## config.mk

```make
export PLATFORM = sky130hd
export DESIGN_NAME = aespi_slave
export DESIGN_NICKNAME = d
export VERILOG_FILES = /design/src/verilog/aespi_slave.v
export VERILOG_INCLUDE_DIRS = /design/src /design/src/verilog
export SDC_FILE = /design/constraint.sdc
export NUM_CORES = 1
export LEC_CHECK = 0
export BUFFER_PORTS_ARGS = -buffer_cell sky130_fd_sc_hd__buf_4
export CAP_MARGIN = 20
export CORE_MARGIN = 1
export CORE_UTILIZATION = 70
export CTS_BUF_LIST = sky130_fd_sc_hd__clkbuf_8
export DETAILED_ROUTE_END_ITERATION = 6
export HOLD_SLACK_MARGIN = 0.06
export PLACE_DENSITY = 0.95
export SYNTH_ARGS = -nofsm -noshare
export SYNTH_HDL_FRONTEND = slang
export SYNTH_SLANG_ARGS = --single-unit
```

## constraint.sdc

```tcl
create_clock -name clk_i -period 12.05 [get_ports clk_i]
set_clock_uncertainty 0.2 [all_clocks]
set_input_delay 1.205 -clock clk_i [delete_from_list [all_inputs] [get_ports clk_i]]
set_output_delay 1.205 -clock clk_i [all_outputs]
set_load 0.005 [all_outputs]
```

## src/verilog/aespi_defines.vh

```
/*
 * Constants for the angle encoder serial port: frame layout, commands,
 * register addresses and reset values, and timing of the angle source.
 * Assumes a 20 MHz system clock.
 */
`ifndef AESPI_DEFINES_VH
`define AESPI_DEFINES_VH

`define AESPI_CLK_HZ 20000000
`define AESPI_FRAME_BITS 16
`define AESPI_CNT_W 5
`define AESPI_CMD_READ 3'h2
`define AESPI_CMD_WRITE 3'h4
`define AESPI_ADDR_W 5
`define AESPI_REG_ZERO_LO 5'h00
`define AESPI_REG_ZERO_HI 5'h01
`define AESPI_REG_THRESH 5'h06
`define AESPI_REG_DIR 5'h09
`define AESPI_REG_FLAGS 5'h1B
`define AESPI_RST_ZERO_LO 8'h00
`define AESPI_RST_ZERO_HI 8'h00
`define AESPI_RST_THRESH 8'h1C
`define AESPI_RST_DIR 8'h00
`define AESPI_DIR_BIT 7
`define AESPI_FE_RATE_HZ 1000000
`define AESPI_FE_DIV (`AESPI_CLK_HZ / `AESPI_FE_RATE_HZ)
`define AESPI_FE_DIV_W 5
`define AESPI_ANGLE_W 16
`define AESPI_OUT_BITS 8
`define AESPI_CUTOFF_HZ 90
`define AESPI_TAU_NUM_X100 38
`define AESPI_FILT_SHIFT 11

`endif

```

## src/verilog/aespi_slave.v

```verilog
/*
 * Serial port of a magnetic angle encoder, with its angle source:
 * a 1 MHz front-end sample strobe, a smoothing filter, zero offset and
 * direction, and the configuration registers reached through the port.
 * Assumes csn, sclk and mosi come from a foreign clock domain; miso is
 * returned as data plus output enable, the board resolves the wire.
 */
`timescale 1ns/1ps
`include "aespi_defines.vh"

module aespi_slave (
  input wire clk_i,
  input wire rst_n_i,
  input wire [15:0] raw_angle_i,
  input wire mag_high_i,
  input wire mag_low_i,
  input wire spi_csn_i,
  input wire spi_sclk_i,
  input wire spi_mosi_i,
  output wire spi_miso_o,
  output wire spi_miso_oe_o,
  output wire [15:0] angle_o,
  output wire fe_strobe_o
);

  // ****************************************
  // Pin synchronisers
  // ****************************************
  reg [1:0] cs_sync_q;
  reg [1:0] ck_sync_q;
  reg [1:0] mo_sync_q;
  reg cs_prev_q;
  reg ck_prev_q;

  always @(posedge clk_i or negedge rst_n_i) begin
    if (!rst_n_i) begin
      cs_sync_q <= 2'h3;
      ck_sync_q <= 2'h0;
      mo_sync_q <= 2'h0;
      cs_prev_q <= 1'b1;
      ck_prev_q <= 1'b0;
    end else begin
      cs_sync_q <= {cs_sync_q[0], spi_csn_i};
      ck_sync_q <= {ck_sync_q[0], spi_sclk_i};
      mo_sync_q <= {mo_sync_q[0], spi_mosi_i};
      cs_prev_q <= cs_sync_q[1];
      ck_prev_q <= ck_sync_q[1];
    end
  end

  wire csn = cs_sync_q[1];
  wire cs_fall = cs_prev_q & ~csn;
  wire cs_rise = ~cs_prev_q & csn;
  // Edge detect on the sampled clock makes mode 0 and mode 3 look alike
  wire ck_rise = ~csn & ~ck_prev_q & ck_sync_q[1];
  wire ck_fall = ~csn & ck_prev_q & ~ck_sync_q[1];

  // ****************************************
  // Front-end strobe, filter, zero and direction
  // ****************************************
  reg [`AESPI_FE_DIV_W-1:0] fe_div_q;
  reg fe_stb_q;
  reg [31:0] stage1_q;
  reg [31:0] stage2_q;
  reg [15:0] angle_q;
  reg [15:0] raw_q;
  wire fe_wrap = (fe_div_q == (`AESPI_FE_DIV - 1));

  // Wrap-aware error so a 0/360 crossing does not kick the filter
  function [31:0] ang_err;
    input [15:0] target;
    input [31:0] state;
    reg [15:0] diff;
    begin
      diff = target - state[31:16];
      ang_err = {{16{diff[15]}}, diff} << (16 - `AESPI_FILT_SHIFT);
    end
  endfunction

  // Configuration registers
  reg [7:0] zero_lo_q;
  reg [7:0] zero_hi_q;
  reg [7:0] thresh_q;
  reg [7:0] dir_q;

  wire [31:0] err1 = ang_err(raw_q, stage1_q);
  wire [31:0] err2 = ang_err(stage1_q[31:16], stage2_q);
  // Feed-forward term is signed; halve it keeping the sign bit
  wire [31:0] err_dif = err1 - err2;
  wire [15:0] zeroed = stage2_q[31:16] + {zero_hi_q, zero_lo_q};
  wire [15:0] oriented = dir_q[`AESPI_DIR_BIT] ? (16'h0000 - zeroed) : zeroed;

  always @(posedge clk_i or negedge rst_n_i) begin
    if (!rst_n_i) begin
      fe_div_q <= {`AESPI_FE_DIV_W{1'b0}};
      fe_stb_q <= 1'b0;
      raw_q <= 16'h0000;
      stage1_q <= 32'h00000000;
      stage2_q <= 32'h00000000;
      angle_q <= 16'h0000;
    end else begin
      fe_div_q <= fe_wrap ? {`AESPI_FE_DIV_W{1'b0}} : fe_div_q + 1'b1;
      fe_stb_q <= fe_wrap;
      if (fe_wrap) begin
        raw_q <= raw_angle_i;
      end
      if (fe_stb_q) begin
        // Two cascaded first-order sections plus error feed-forward of the
        // second makes the zero; ramps settle with a steady lag
        stage1_q <= stage1_q + err1 + {err_dif[31], err_dif[31:1]};
        stage2_q <= stage2_q + err2;
        angle_q <= oriented;
      end
    end
  end

  assign angle_o = angle_q;
  assign fe_strobe_o = fe_stb_q;

  // ****************************************
  // Frame shifter and command decode
  // ****************************************
  reg [`AESPI_CNT_W-1:0] bit_cnt_q;
  reg [15:0] rx_q;
  reg [15:0] tx_q;
  reg miso_q;
  reg pend_q;
  reg [7:0] pend_val_q;

  function [7:0] reg_read;
    input [4:0] addr;
    input [7:0] zl;
    input [7:0] zh;
    input [7:0] th;
    input [7:0] dr;
    input [1:0] flags;
    begin
      case (addr)
        `AESPI_REG_ZERO_LO: reg_read = zl;
        `AESPI_REG_ZERO_HI: reg_read = zh;
        `AESPI_REG_THRESH: reg_read = th;
        `AESPI_REG_DIR: reg_read = dr;
        `AESPI_REG_FLAGS: reg_read = {flags, 6'h00};
        default: reg_read = 8'h00;
      endcase
    end
  endfunction

  wire [15:0] rx_word = {rx_q[14:0], mo_sync_q[1]};
  // Only the top output bits carry angle; the rest of the word goes out as zero
  wire [15:0] angle_tx = angle_q & ~(16'hFFFF >> `AESPI_OUT_BITS);
  wire frame_done = ck_rise & (bit_cnt_q == (`AESPI_FRAME_BITS - 1));
  wire [2:0] cmd = rx_word[15:13];
  wire [4:0] addr = rx_word[12:8];
  wire is_wr = frame_done & (cmd == `AESPI_CMD_WRITE);
  wire is_rd = frame_done & (cmd == `AESPI_CMD_READ);
  wire [7:0] rd_val = reg_read(addr, zero_lo_q, zero_hi_q, thresh_q, dir_q,
                               {mag_high_i, mag_low_i});

  always @(posedge clk_i or negedge rst_n_i) begin
    if (!rst_n_i) begin
      bit_cnt_q <= {`AESPI_CNT_W{1'b0}};
      rx_q <= 16'h0000;
      tx_q <= 16'h0000;
      miso_q <= 1'b0;
      pend_q <= 1'b0;
      pend_val_q <= 8'h00;
      zero_lo_q <= `AESPI_RST_ZERO_LO;
      zero_hi_q <= `AESPI_RST_ZERO_HI;
      thresh_q <= `AESPI_RST_THRESH;
      dir_q <= `AESPI_RST_DIR;
    end else begin
      if (cs_fall) begin
        bit_cnt_q <= {`AESPI_CNT_W{1'b0}};
        // Answer to the previous command, else the angle snapshot
        if (pend_q) begin
          tx_q <= {pend_val_q, 8'h00};
          miso_q <= pend_val_q[7];
        end else begin
          tx_q <= angle_tx;
          miso_q <= angle_tx[15];
        end
        pend_q <= 1'b0;
      end else if (ck_rise) begin
        rx_q <= rx_word;
        bit_cnt_q <= bit_cnt_q + 1'b1;
      end else if (ck_fall && bit_cnt_q != {`AESPI_CNT_W{1'b0}}) begin
        // Next bit after each falling edge once a rising edge has been counted; zeros fill past the word
        tx_q <= {tx_q[14:0], 1'b0};
        miso_q <= tx_q[14];
      end
      if (is_wr) begin
        pend_q <= 1'b1;
        pend_val_q <= rx_word[7:0];
        case (addr)
          `AESPI_REG_ZERO_LO: zero_lo_q <= rx_word[7:0];
          `AESPI_REG_ZERO_HI: zero_hi_q <= rx_word[7:0];
          `AESPI_REG_THRESH: thresh_q <= rx_word[7:0];
          `AESPI_REG_DIR: dir_q <= rx_word[7:0];
          default: pend_val_q <= 8'h00;
        endcase
      end else if (is_rd) begin
        pend_q <= 1'b1;
        pend_val_q <= rd_val;
      end else if (cs_rise && bit_cnt_q != `AESPI_FRAME_BITS) begin
        pend_q <= 1'b0; // Frame of other than 16 bits: no answer queued; a longer frame has still written its register at bit 16
      end
    end
  end

  assign spi_miso_o = miso_q;
  assign spi_miso_oe_o = ~csn;

endmodule

```

==> impl_metrics.py <==
metrics = {
    "cts": {
        "cts_resized": 0,
        "clock_latency_ns": 0.49,
        "cts-root-buf": "clkbuf_8",
        "path_clk_slew_ns": 0.12,
        "cts_hold_repair.buffers": 0,
        "cts_buffer_depth": 2,
        "cts.sinks": 170,
        "post-cts-setup-buffers": 0,
        "h-tree-depth": 4,
        "cts_tree": "done",
        "numCtsBuffers": 17,
    },
    "timing": {
        "relSlewSlack_pct": 28.5,
        "finalCriticalPeriod_ns": 7.36,
        "worstMarginPinSlew_ns": 1.07,
        "final.period_utilization_pct": 61.1,
        "tns_ns": 0,
        "rsz0062_at_grt": "no",
        "fmaxAchievable_ghz": 0.136,
        "final_hold_viol_count": 0,
        "holdWs_ns": 0.167,
        "setup_viol": 0,
        "slew_viol_final": 0,
    },
    "grt": {
        "grt_pass1_wl_um": 52400,
        "grt_usage_pct": 33.8,
        "antenna_found_initial": 0,
        "overflow": 0,
        "grt_pass1_vias": 10700,
        "grt_start_max_net_pins": 93,
    },
    "synth": {
        "avgSynthCellArea_um2": 9.56,
        "ys_seq_area_share_pct": 32.5,
        "synth.cell_area_um2": 13100,
        "async_flop_share_pct": 100,
        "syn_inst": 1371,
        "synth_enable_flop_cells": 0,
        "yosys_warnings": 0,
        "ys_ff_latch": 170,
        "ys_types": 72,
        "syn_nets": 1544,
        "synth_ff_type": "dfrtp_1",
    },
    "die": {
        "die_area_um2": 19300,
        "io_pins": 42,
        "core_area_um2": 18100,
        "initial_core_util_pct": 72.2,
        "die_h_um": 139,
        "die_w_um": 139,
        "rows": 49,
    },
    "placed_design": {
        "gp_congestion": 0.966,
        "port_buffers": 41,
        "dp_hpwl_um": 22800,
        "placed_area_um2": 13700,
    },
    "worst_setup_path": {
        "cpMostUsedCell": "a21o_1",
        "critical_path_class": "reg2reg",
        "required_ns": 12.19,
        "start_kind": "register",
        "rr_worst_depth": 31,
        "cp_num_cells": 31,
        "arrival_ns": 7.50,
        "endpoint": "stage1_q[31]$_DFFE_PN0P_",
        "r2r_setup_slack_ns": 4.69,
        "cp_max_fo": 10,
        "slowest_delay_ns": 0.59,
        "cp-end-kind": "register",
        "worst-path-buf-inv": 4,
        "path_delay_family": "compound AO/OA/AOI/OAI gates",
        "rr_startpoint": "stage1_q[16]$_DFFE_PN0P_",
        "timing.rr.end": "stage1_q[31]$_DFFE_PN0P_",
        "crit_start": "stage1_q[16]$_DFFE_PN0P_",
        "crit_slowest_cell": "fa_1",
    },
    "outcome": {
        "violations": "design-rule violations",
        "outcome": "complete, but fails checks",
    },
    "detailed_routing": {
        "ant_nets": 0,
        "routedWlPerCell_um": 18.9,
        "drt_wl_total_um": 31200,
        "first_iter_violations": 889,
        "vias": 10800,
        "post_drt_via_cell_ratio": 6.53,
        "firstDrtPassIters": 7,
        "drc": 10,
    },
    "final_layout": {
        "area_growth_pct": 7.73,
        "design_area_um2": 14100,
        "final_nets": 1583,
        "fillers": 1127,
        "drive_gt1_share_pct": 13.5,
        "antennaDiodeCount": 0,
        "final_core_util_pct": 77.8,
    },
    "hold_path": {
        "holdCritPathClass": "reg2reg",
        "worstHoldStart": "ck_sync_q[0]$_DFF_PN0_",
    },
    "flow_run": {
        "drv_cap": 0,
    },
}
kinds of logic after synthesis:
logic type,count (synthesis),share of synthesized area (%)
fa+ha+maj,150,16.0
xor+xnor,115,7.85
simple gates,289,10.7
compound gates,372,18.9
mux,112,9.33
buf+inv,163,4.67
flops,170,32.5
Yosys cell counts (12+ instances only):
library cell	n	share of area, %
xnor2_1	69	4.6
nand2b_1	19	0.91
nand3_1	24	0.92
nand2_1	88	2.5
fa_1	30	4.6
and3_1	12	0.57
dfrtp_1	164	31
a21oi_1	99	3.8
o21ai_0	75	2.9
a21o_1	47	2.7
mux2i_1	31	2.4
ha_1	120	11
mux2_2	81	7.0
nor2_1	62	1.8
xor2_1	44	2.9
inv_1	133	3.8
clkbuf_1	28	0.80
nor3_1	23	0.88
a211oi_1	20	1.1
nor2b_1	22	1.1
a22oi_1	21	1.2
layout make-up:
| class | instances | area (um^2) | area share [%] |
|---|---|---|---|
| clock inverters | 15 | 198 | 1.40 |
| well taps | 229 | 287 | 2.03 |
| inverters | 133 | 499 | 3.54 |
| multi-input cells | 1038 | 8240 | 58.3 |
| flip-flops and latches | 170 | 4270 | 30.2 |
| clock buffers | 17 | 234 | 1.66 |
| repair buffers | 50 | 399 | 2.83 |
how the worst min path moves through the flow:
stage,end,depth (start not counted)
finish,ck_sync_q[1]$_DFF_PN0_,0
floorplan,ck_sync_q[1]$_DFF_PN0_,0
detailed placement,ck_sync_q[1]$_DFF_PN0_,0
CTS,ck_sync_q[1]$_DFF_PN0_,0
global route,ck_sync_q[1]$_DFF_PN0_,0
global placement,mo_sync_q[1]$_DFF_PN0_,0
routing by layer:
layer,up-vias,global-route usage (%),part of all wire (%)
li1,4971,-,-
met1,5177,44.1,41
met2,513,55.4,48
met3,120,6.84,7.8
met4,0,13.7,3.7
met5,-,0,0
stage by stage:
stage                     cells  setup slack [ns]
after detailed placement   1618              4.97
after floorplan            1371              5.56
after global placement     1618              5.17
final                      1652              4.69
after CTS                  1650              4.84
after global routing       1652              4.28
worst register-to-register path: cells and delay by family, from the launching register on:
| family | cells | cell delay [ns] |
|---|---|---|
| flip-flops | 1 | 0.44 |
| AO/OA/AOI/OAI | 18 | 3.40 |
| AND/OR/NAND/NOR | 1 | 0.15 |
| XOR/XNOR | 3 | 0.58 |
| adder cells (fa/ha/maj) | 5 | 1.85 |
| buffers and inverters | 4 | 0.59 |
layout by cell type, fill, tap and decap left out, drive strengths merged, types with 24 or more instances in the layout:
cell type / n
a21oi: 99
nand2: 88
a21o: 47
mux2: 81
xor2: 45
inv: 141
dfrtp: 164
xnor2: 69
fa: 30
nand3: 24
nor2: 62
buf: 49
mux2i: 31
o21ai: 76
ha: 120
registers in the layout, indices dropped and copies added (netlist names), 2 cells and up:
| register | flops |
|---|---|
| cs_sync_q | 2 |
| tx_q | 7 |
| stage1_q | 28 |
| zero_lo_q | 8 |
| bit_cnt_q | 5 |
| stage2_q | 27 |
| angle_o | 16 |
| fe_div_q | 5 |
| zero_hi_q | 8 |
| thresh_q | 8 |
| pend_val_q | 8 |
| raw_q | 16 |
| rx_q | 15 |
| ck_sync_q | 2 |
| dir_q | 8 |
| mo_sync_q | 2 |
Power is not shown: default switching activity piles up to over one toggle a cycle in this logic, so the estimate is an artifact.
